## config.mk

```make
export PLATFORM = sky130hd
export DESIGN_NAME = bus_cycle_unit
export DESIGN_NICKNAME = d
export VERILOG_FILES = /design/src/common/bus_cycle_pkg.sv /design/src/hdl/bus_cycle_unit.sv
export SDC_FILE = /design/constraint.sdc
export NUM_CORES = 1
export LEC_CHECK = 0
export ABC_AREA = 1
export BUFFER_PORTS_ARGS = -buffer_cell sky130_fd_sc_hd__buf_2
export CORE_AREA = 5 5 113 115
export CTS_BUF_LIST = sky130_fd_sc_hd__clkbuf_8 sky130_fd_sc_hd__clkbuf_16
export DETAILED_ROUTE_END_ITERATION = 10
export DIE_AREA = 0 0 118 120
export HOLD_SLACK_MARGIN = 0.06
export PLACE_DENSITY = 0.65
export SYNTH_ARGS = -nofsm -noshare
export SYNTH_HDL_FRONTEND = slang
export SYNTH_SLANG_ARGS = --single-unit
```

## constraint.sdc

```tcl
create_clock -name i_sys_clk -period 1.4 [get_ports i_sys_clk]
set_clock_uncertainty 0.05 [all_clocks]
set_input_delay 0.21 -clock i_sys_clk [delete_from_list [all_inputs] [get_ports i_sys_clk]]
set_output_delay 0.21 -clock i_sys_clk [all_outputs]
set_load 0.1 [all_outputs]
```

## src/common/bus_cycle_pkg.sv

```systemverilog
package bus_cycle_pkg;

	// ************************************************************
	// Cycle status codes seen by an external bus controller
	// ************************************************************
	localparam logic [2:0] STAT_INTERRUPT_ACK_STROBE    = 3'h0;
	localparam logic [2:0] STAT_IO_RD   = 3'h1;
	localparam logic [2:0] STAT_IO_WR   = 3'h2;
	localparam logic [2:0] STAT_HALT    = 3'h3;
	localparam logic [2:0] STAT_CODE    = 3'h4;
	localparam logic [2:0] STAT_MEM_RD  = 3'h5;
	localparam logic [2:0] STAT_MEM_WR  = 3'h6;
	localparam logic [2:0] STAT_PASSIVE = 3'h7;

	// ************************************************************
	// Timing and reset values
	// ************************************************************
	// Each T state lasts two system clocks: first half, second half
	localparam int          CLOCKS_PER_T = 2;
	localparam logic [19:0] ADDR_RESET   = 20'h00000;
	localparam logic [15:0] DATA_RESET   = 16'h0000;
	localparam logic [9:0]  VECTOR_RESET = 10'h000;
	// Strap flops reset to minimum mode, else the first cycle runs in maximum mode
	localparam logic [18:0] SYNC_RESET   = 19'h20000;

	// ************************************************************
	// Types
	// ************************************************************
	typedef enum logic [2:0]
	{
		ST_IDLE = 3'b000,
		ST_T1   = 3'b001,
		ST_T2   = 3'b010,
		ST_T3   = 3'b011,
		ST_TW   = 3'b100,
		ST_T4   = 3'b101
	} state_type;

	typedef enum logic [2:0]
	{
		CY_CODE  = 3'b000,
		CY_READ  = 3'b001,
		CY_WRITE = 3'b010,
		CY_INTERRUPT_ACK_STROBE  = 3'b011,
		CY_HALT  = 3'b100
	} cycle_type;

endpackage : bus_cycle_pkg

```

## src/hdl/bus_cycle_unit.sv

```systemverilog
module bus_cycle_unit
(
	input  wire logic                    i_sys_clk,
	input  wire logic                    i_resetn,
	input  wire logic                    i_req,
	input  wire bus_cycle_pkg::cycle_type i_cycle,
	input  wire logic                    i_is_io,
	input  wire logic                    i_word,
	input  wire logic [19:0]             i_addr,
	input  wire logic [15:0]             i_wdata,
	output logic                         o_req_ready,
	output logic                         o_done,
	output logic [15:0]                  o_rdata,
	output logic [9:0]                   o_vector_ptr,
	input  wire logic [15:0]             i_ad_in,
	output logic [15:0]                  o_ad_out,
	output logic                         o_ad_oe,
	output logic [3:0]                   o_addr_hi,
	output logic                         o_addr_latch_strobe,
	output logic                         o_mem_io,
	output logic                         o_read_strobe_n,
	output logic                         o_write_strobe_n,
	output logic                         o_interrupt_ack_strobe_n,
	output logic                         o_transceiver_direction,
	output logic                         o_transceiver_output_enable_n,
	output logic                         o_upper_lane_enable_n,
	output logic                         o_cycle_type_bit_two,
	output logic                         o_cycle_type_bit_one,
	output logic                         o_cycle_type_bit_zero,
	output logic                         o_lock_n,
	input  wire logic                    i_bus_style_strap,
	input  wire logic                    i_ready,
	input  wire logic                    i_hold_req,
	output logic                         o_hold_ack
);

	// ************************************************************
	// Pin synchronisers
	// ************************************************************
	logic [18:0] sync1_q;
	logic [18:0] sync2_q;
	logic [15:0] ad_s;
	logic        ready_s;
	logic        strap_s;
	logic        hold_s;

	always_ff @(posedge i_sys_clk or negedge i_resetn)
	begin
		if (!i_resetn)
		begin
			sync1_q <= bus_cycle_pkg::SYNC_RESET;
			sync2_q <= bus_cycle_pkg::SYNC_RESET;
		end
		else
		begin
			sync1_q <= {i_hold_req, i_bus_style_strap, i_ready, i_ad_in};
			sync2_q <= sync1_q;
		end
	end

	assign ad_s    = sync2_q[15:0];
	assign ready_s = sync2_q[16];
	assign strap_s = sync2_q[17];
	assign hold_s  = sync2_q[18];

	// ************************************************************
	// Cycle sequencer
	// ************************************************************
	bus_cycle_pkg::state_type state_q, state_d;
	bus_cycle_pkg::cycle_type kind_q, kind_d;
	logic        half_q, half_d;
	logic        second_q, second_d;
	logic        lock_q, lock_d;
	logic        max_q, max_d;
	logic        io_q, io_d;
	logic        word_q, word_d;
	logic        done_q, done_d;
	logic        hold_q, hold_d;
	logic [19:0] addr_q, addr_d;
	logic [15:0] wdata_q, wdata_d;
	logic [15:0] rdata_q, rdata_d;
	logic [9:0]  vec_q, vec_d;
	logic        accept;
	logic        step;

	assign accept = i_req && o_req_ready;
	assign step   = half_q;

	always_comb
	begin
		state_d  = state_q;
		kind_d   = kind_q;
		half_d   = (state_q == bus_cycle_pkg::ST_IDLE) ? 1'b0 : ~half_q;
		second_d = second_q;
		lock_d   = lock_q;
		max_d    = max_q;
		io_d     = io_q;
		word_d   = word_q;
		done_d   = 1'b0;
		hold_d   = 1'b0;
		addr_d   = addr_q;
		wdata_d  = wdata_q;
		rdata_d  = rdata_q;
		vec_d    = vec_q;
		unique case (state_q)
			bus_cycle_pkg::ST_IDLE:
			begin
				// Strap is static; follow it only between cycles
				max_d  = !strap_s;
				// Pair never passes through idle, so no grant inside it
				hold_d = hold_s && !i_req;
				if (accept)
				begin
					state_d  = bus_cycle_pkg::ST_T1;
					kind_d   = i_cycle;
					io_d     = i_is_io;
					word_d   = i_word;
					addr_d   = i_addr;
					wdata_d  = i_wdata;
					second_d = 1'b0;
				end
			end
			bus_cycle_pkg::ST_T1:
				if (step)
				begin
					if (kind_q == bus_cycle_pkg::CY_HALT)
					begin
						state_d = bus_cycle_pkg::ST_IDLE;
						done_d  = 1'b1;
					end
					else
					begin
						state_d = bus_cycle_pkg::ST_T2;
					end
				end
			bus_cycle_pkg::ST_T2:
			begin
				if (!half_q && kind_q == bus_cycle_pkg::CY_INTERRUPT_ACK_STROBE)
				begin
					lock_d = !second_q;
				end
				if (step)
				begin
					state_d = bus_cycle_pkg::ST_T3;
				end
			end
			bus_cycle_pkg::ST_T3, bus_cycle_pkg::ST_TW:
				if (step)
				begin
					state_d = ready_s ? bus_cycle_pkg::ST_T4 : bus_cycle_pkg::ST_TW;
				end
			bus_cycle_pkg::ST_T4:
				if (step)
				begin
					if (kind_q == bus_cycle_pkg::CY_INTERRUPT_ACK_STROBE && !second_q)
					begin
						state_d  = bus_cycle_pkg::ST_T1;
						second_d = 1'b1;
					end
					else
					begin
						state_d  = bus_cycle_pkg::ST_IDLE;
						second_d = 1'b0;
						done_d   = 1'b1;
						if (kind_q == bus_cycle_pkg::CY_INTERRUPT_ACK_STROBE)
						begin
							rdata_d = {8'h00, ad_s[7:0]};
							vec_d   = {ad_s[7:0], 2'b00};
						end
						else if (word_q)
						begin
							rdata_d = ad_s;
						end
						else
						begin
							rdata_d = {8'h00, addr_q[0] ? ad_s[15:8] : ad_s[7:0]};
						end
					end
				end
			default:
				state_d = bus_cycle_pkg::ST_IDLE;
		endcase
	end

	always_ff @(posedge i_sys_clk or negedge i_resetn)
	begin
		if (!i_resetn)
		begin
			state_q  <= bus_cycle_pkg::ST_IDLE;
			kind_q   <= bus_cycle_pkg::CY_CODE;
			half_q   <= 1'b0;
			second_q <= 1'b0;
			lock_q   <= 1'b0;
			max_q    <= 1'b0;
			io_q     <= 1'b0;
			word_q   <= 1'b0;
			done_q   <= 1'b0;
			hold_q   <= 1'b0;
			addr_q   <= bus_cycle_pkg::ADDR_RESET;
			wdata_q  <= bus_cycle_pkg::DATA_RESET;
			rdata_q  <= bus_cycle_pkg::DATA_RESET;
			vec_q    <= bus_cycle_pkg::VECTOR_RESET;
		end
		else
		begin
			state_q  <= state_d;
			kind_q   <= kind_d;
			half_q   <= half_d;
			second_q <= second_d;
			lock_q   <= lock_d;
			max_q    <= max_d;
			io_q     <= io_d;
			word_q   <= word_d;
			done_q   <= done_d;
			hold_q   <= hold_d;
			addr_q   <= addr_d;
			wdata_q  <= wdata_d;
			rdata_q  <= rdata_d;
			vec_q    <= vec_d;
		end
	end

	// ************************************************************
	// Pin decode
	// ************************************************************
	logic in_t1, in_t2, in_t34, busy, rd_kind, wr_kind, ack_kind;

	assign in_t1    = state_q == bus_cycle_pkg::ST_T1;
	assign in_t2    = state_q == bus_cycle_pkg::ST_T2;
	assign in_t34   = state_q == bus_cycle_pkg::ST_T3 || state_q == bus_cycle_pkg::ST_TW;
	assign busy     = state_q != bus_cycle_pkg::ST_IDLE;
	assign rd_kind  = kind_q == bus_cycle_pkg::CY_READ || kind_q == bus_cycle_pkg::CY_CODE;
	assign wr_kind  = kind_q == bus_cycle_pkg::CY_WRITE;
	assign ack_kind = kind_q == bus_cycle_pkg::CY_INTERRUPT_ACK_STROBE;

	assign o_req_ready  = !busy && !hold_q;
	assign o_done       = done_q;
	assign o_rdata      = rdata_q;
	assign o_vector_ptr = vec_q;
	assign o_hold_ack   = hold_q;
	assign o_addr_hi    = addr_q[19:16];
	assign o_mem_io     = !io_q;

	// Ack cycles leave the lines to the bus keepers
	assign o_ad_oe  = (in_t1 && !ack_kind) || (wr_kind && busy && !in_t1);
	assign o_ad_out = in_t1 ? addr_q[15:0]
		: (!word_q && addr_q[0]) ? {wdata_q[7:0], 8'h00} : wdata_q;
	assign o_upper_lane_enable_n = !(word_q || addr_q[0]);

	// Address strobe in first half of T1; max mode leaves it to the controller
	assign o_addr_latch_strobe = !max_q && in_t1 && !half_q;
	// Read type strobes wait half a T state so address drivers can turn off
	assign o_read_strobe_n          = !(!max_q && rd_kind && ((in_t2 && half_q) || in_t34));
	assign o_interrupt_ack_strobe_n = !(!max_q && ack_kind && ((in_t2 && half_q) || in_t34));
	assign o_write_strobe_n         = !(!max_q && wr_kind && (in_t2 || in_t34));
	assign o_transceiver_direction  = wr_kind && busy;
	assign o_transceiver_output_enable_n =
		!((in_t2 || in_t34 || (state_q == bus_cycle_pkg::ST_T4 && !half_q)) && kind_q != bus_cycle_pkg::CY_HALT);
	assign o_lock_n = !(max_q && lock_q);

	logic [2:0] stat;

	always_comb
	begin
		stat = bus_cycle_pkg::STAT_PASSIVE;
		if (max_q && (in_t1 || in_t2 || in_t34))
		begin
			unique case (kind_q)
				bus_cycle_pkg::CY_CODE:  stat = bus_cycle_pkg::STAT_CODE;
				bus_cycle_pkg::CY_READ:  stat = io_q ? bus_cycle_pkg::STAT_IO_RD : bus_cycle_pkg::STAT_MEM_RD;
				bus_cycle_pkg::CY_WRITE: stat = io_q ? bus_cycle_pkg::STAT_IO_WR : bus_cycle_pkg::STAT_MEM_WR;
				bus_cycle_pkg::CY_INTERRUPT_ACK_STROBE:  stat = bus_cycle_pkg::STAT_INTERRUPT_ACK_STROBE;
				bus_cycle_pkg::CY_HALT:  stat = bus_cycle_pkg::STAT_HALT;
				default:                 stat = bus_cycle_pkg::STAT_PASSIVE;
			endcase
		end
	end

	assign {o_cycle_type_bit_two, o_cycle_type_bit_one, o_cycle_type_bit_zero} = stat;
endmodule : bus_cycle_unit

```

## After elaboration in Yosys (flattened, before gate mapping)

Cells that the tools add are included.

| cells by class | value |
|---|---|
| eq/ne operators | 15 |
| mux-type cells | 29 |
| bitwise gates (word level) | 2 |
| reductions and logical operators | 59 |

Operators with widths:

| kind | number |
|---|---|
| $mux 16 | 4 |
| $pmux 3 s5 | 2 |
| $mux 3 | 8 |
| $logic_and 1x1->1 | 22 |
| $logic_not 1->1 | 17 |
| $eq 3x2->1 const B | 4 |
| $mux 1 | 11 |
| $ne 2x2->1 const B | 5 |
| $eq 3x3->1 const B | 3 |
| $logic_or 1x1->1 | 9 |
| $mux 8 | 1 |
| $eq 3x1->1 const B | 2 |
| $logic_not 3->1 | 2 |
| $reduce_and 3->1 | 2 |
| $reduce_and 5->1 | 1 |
| $pmux 1 s2 | 2 |
| $reduce_and 2->1 | 2 |
| $reduce_and 4->1 | 1 |
| $ne 3x3->1 const B | 1 |
| $reduce_bool 3->1 | 1 |
| $mux 2 | 1 |
| $not 1->1 | 2 |
| $reduce_bool 2->1 | 1 |
| $reduce_or 2->1 | 1 |

| storage, ports and cells | value |
|---|---|
| flip-flop bits (word level) | 112 |
| input bits | 63 |
| output and inout port bits | 62 |
| word-level logic and storage cells | 121 |

## Longest topological paths before layout

| depth | value |
|---|---|
| depth after elaboration | 6 |
| mapped depth | 8 |
| gate-level depth less buffers | 8 |

## Worst setup path after synthesis

OpenSTA, ideal clock, no wires.

| path | value |
|---|---|
| kind | register -> output |
| from | register state_q[0] |
| to | output o_ad_oe |
| arrival time | 3,069 ps |
| data required time | 1,140 ps |
| path slack | -1,929 ps |
| cell stages (with the launch flop) | 6 |
| path buffers | 1 |
| cells stage by stage | dfrtp_1 -> inv_2 -> nor2_2 -> nand2_1 -> buf_2 -> o21ai_0 |

| on the way | value |
|---|---|
| cells in the longest elaborated chain, start to end | 4 |
| elaborated cells on any way between the ends | 7 |
| those cells by class | eq/ne: 1; reduce/logical: 6 |

Ends and longest elaborated chain:

| item | RTL line | text |
|---|---|---|
| from (decl) | bus_cycle_unit.sv:69 | `bus_cycle_pkg::state_type state_q, state_d;` |
| from (signal assigned) | bus_cycle_unit.sv:189 | `state_q <= bus_cycle_pkg::ST_IDLE;` |
| from (signal assigned) | bus_cycle_unit.sv:206 | `state_q <= state_d;` |
| $eq 3x1->1 / $reduce_bool 3->1 (equally long branches) | bus_cycle_unit.sv:228, bus_cycle_unit.sv:231 |  |
| $logic_not 1->1 / $logic_and 1x1->1 (equally long branches) | bus_cycle_unit.sv:245 | `assign o_ad_oe = (in_t1 && !ack_kind) \|\| (wr_kind && busy && !in_t1);` |
| $logic_and 1x1->1 | bus_cycle_unit.sv:245 |  |
| $logic_or 1x1->1 * | bus_cycle_unit.sv:245 |  |
| to (decl) | bus_cycle_unit.sv:17 | `output logic o_ad_oe,` |

Mark *: on every way between the ends. The rest lies on a longest branch, timed or not.

## Worst setup path after layout

| path | value |
|---|---|
| from | register state_q[0] |
| to | output o_write_strobe_n |

| on the way | value |
|---|---|
| cells in the longest elaborated chain, start to end | 5 |
| elaborated cells on any way between the ends | 7 |
| those cells by class | eq/ne: 3; reduce/logical: 4 |

Ends and longest elaborated chain:

| item | RTL line | text |
|---|---|---|
| $eq 3x2->1 / $eq 3x3->1 (equally long branches) | bus_cycle_unit.sv:230 | `assign in_t34 = state_q == bus_cycle_pkg::ST_T3 \|\| state_q == bus_cycle_pkg::ST_TW;` |
| $logic_or 1x1->1 | bus_cycle_unit.sv:230 |  |
| $logic_or 1x1->1 * | bus_cycle_unit.sv:255 | `assign o_write_strobe_n = !(!max_q && wr_kind && (in_t2 \|\| in_t34));` |
| $logic_and 1x1->1 * | bus_cycle_unit.sv:255 |  |
| $logic_not 1->1 * | bus_cycle_unit.sv:255 |  |
| to (decl) | bus_cycle_unit.sv:22 | `output logic o_write_strobe_n,` |

Marked as above.

==> results.md <==
* Clk_lat worst skew at ~350 ps
* PortBufs at 122
* Vias in the first global route at approximately 4.7k
* Crit-path max FO at 5
* Post-Place Cells at around 780
* # setup viols final at 100
* Initial Utilization at 0.386
* First-pass GRT wire length at about 24 mm
* DP HPWL at slightly below 9 mm
* Top Ports at approximately 130
* # rows at 40
* Final instance area at just over 8000 um2
* Number of CTS-inserted buffers at 9
* CORE AREA at 11700 um2
* Run status: finished with violations
* H-tree depth at 3
* CP required at between 1000 and 1500 ps
* Critical path arrival at 1770 ps
* Max-slew violation count at 0
* Clock-pin slew on the worst setup and hold paths at 80 ps
* Most numerous cell on the critical path: nand2_2
* Post-DRT Antenna Nets at 0
* Area after DPL at 6350 um2
* HP Class: in2reg
* Post-synthesis sequential area ratio at 0.620
* Die height at between 100 and 150 um
* Final hold violation count at 0
* CTS root buf: clkbuf_16
* # fillers at ~800
* Max-cap violations at 0
* Min Clock Period, post-route at about 2000 ps
* WP buf/inv at 3
* Final worst slack at -626 ps
* CP endpoint kind: primary output
* Total die area at between 10000 and 15000 um2
* 1st-iter DRT viols at around 310
* Die Wd at 118 um
* Sink Count at approximately 110
* Failing checks: setup timing
* Delay-heaviest family, CP: flip-flops
* GR Overflow Total at 0
* Vias/cell at ~5.0
* RSZ-0062 raised after global routing: yes
* Crit-path slowest cell: dfrtp_2
* Cells after Synth at approximately 490
* Critical path class: reg2out
* Fin cells at 892
* Crit path launch type: flip-flop
* Total Wirelength at around 15 mm
* # nets final at around 800
* Syn Std Cell Area at ~4500 um2
* Max clock buf depth at 2
* Share of cells above drive strength 1 at 0.407
* Total Routing Usage GR at 0.216
* Synth cell types at 27
* Drt drc at 0
* Via count at about 4.4k
* Area growth, synth to finish at 78.3%
* Register bit total from synthesis at approximately 110
* Max incr delay on CP at between 400 and 500 ps
* Initial antenna violation count at 1
* Drt wl/cell at 17.3 um
* GP Congestion at ~0.84
* Syn. warnings at 0
* Peak Freq at about 500 MHz
* Post-Syn Area per Cell at between 9 and 10 um2
* Largest net degree at the start of global routing at 53
* Initial DRT Pass Iterations at 4
* Crit path cell chain: buf_6 -> nand2_2 -> nand2_2 -> nand2_2 -> inv_2 -> o211ai_1 -> buf_12
* Period utilization at 1.45
* TritonCTS clock tree: yes
[area by class of cell]
type | count | area, um2 | share of cell area
diodes | 1 | 2.50 | 0.000310
clock buffers | 9 | 225 | 0.0279
clock inverters | 7 | 77.6 | 0.00961
inverters | 70 | 278 | 0.0344
multi-input cells | 285 | 1810 | 0.225
flip-flops and latches | 112 | 2810 | 0.349
well taps | 147 | 184 | 0.0228
repair buffers | 261 | 2680 | 0.331
[flip-flops by register name, indices dropped and copies added, names as in the netlist]
register,cells
wdata_q,16
lock_q,1
addr_q,20
max_q,1
o_rdata,16
o_hold_ack,1
half_q,1
o_vector_ptr,8
sync2_q,19
word_q,1
io_q,1
o_done,1
state_q,3
kind_q,3
sync1_q,19
second_q,1
[cells in the final DEF (no fill, tap or decap), types with 2 or more instances in the layout]
cell and instances:
nor2_2 2, nand3_1 26, clkbuf_4 10, inv_1 58, nand3_4 4, o21ai_1 19
buf_16 2, nand3_2 8, o211ai_1 10, dfstp_2 2, o21ai_4 22, nand2_1 118
buf_6 14, buf_4 68, clkinvlp_4 3, clkinv_4 2, bufbuf_16 4, inv_6 3
nand2_4 4, conb_1 2, nor2_4 8, o21ai_2 6, buf_12 39, o21ai_0 40
buf_2 61, nand2_2 6, inv_2 8, clkbuf_16 11, nor3_4 4, dfrtp_1 105
dfrtp_2 4, dlygate4sd3_1 61
[routing by layer]
metal	part of all wire	routed length (um)	vias to the layer above	track usage
met1	0.40	6140	2184	0.266
li1	-	-	2053	-
met2	0.52	7990	147	0.361
met3	0.048	745	38	0.0434
met4	0.038	581	0	0.108
met5	0	0	-	0
[synthesized netlist by cell type (all sizes together)]
master	number	area (um2)
nand2	128	485
nand4	1	6.26
a21oi	1	5.00
a21o	1	7.51
o21ai	84	424
nor2	11	46.3
nor3	5	47.5
conb	1	3.75
o211ai	10	75.1
nand3	38	200
dfstp	2	52.6
clkbuf	7	31.3
clkinv	1	3.75
inv	69	259
and2	1	6.26
buf	17	119
dfrtp	110	2750
[kinds of logic after synthesis]
| kind of cell | synth area share |
|---|---|
| buf+inv | 0.0912 |
| simple gates | 0.175 |
| other cells | 0.000829 |
| flops | 0.620 |
| compound gates | 0.113 |
[metrics by stage]
step / utilization / hold WS (ps) / setup WS, ps / setup TNS [ps]
floorplan: - / -136 / -1020 / -16410
global placement: 0.543 / 58.3 / -335 / -21760
detailed placement: 0.543 / 61.9 / -456 / -27170
CTS: 0.660 / 130 / -565 / -37660
global route: 0.689 / 172 / -670 / -50740
finish: 0.689 / 141 / -626 / -43230
[worst min-delay path, cell delays in order]
cell     delay [ps]
buf_2            70
inv_1            90
nand2_1          90
nor2_1           50
[final timing paths]
path	start	to	slack, ps	cells past startpoint
worst max-delay path	state_q[0]$_DFFE_PN0P_	o_write_strobe_n	-630	7
worst min-delay path	i_req	o_hold_ack$_DFF_PN0_	140	4
max in group asynchronous	i_resetn	sync2_q[17]$_DFF_PN1_	470	3
min in group asynchronous	i_resetn	addr_q[3]$_DFFE_PN0P_	230	2
worst min register to register	sync1_q[15]$_DFF_PN0_	sync2_q[15]$_DFF_PN0_	290	0
worst max register to register	state_q[0]$_DFFE_PN0P_	wdata_q[8]$_DFFE_PN0P_	-540	9
[what timing repair did]
| action | CTS | global route |
|---|---|---|
| endpoints found under the hold margin | 170 | 0 |
| endpoints found under the setup margin | 119 | 113 |
| gates cloned | 7 | 4 |
| pin swaps | 14 | 11 |
| gates resized for setup | 59 | 48 |
| hold buffers | 61 | 0 |
| buffers inserted | 10 | 17 |
Power is not shown: default switching activity piles up to over one toggle a cycle in this logic, so the estimate is an artifact.
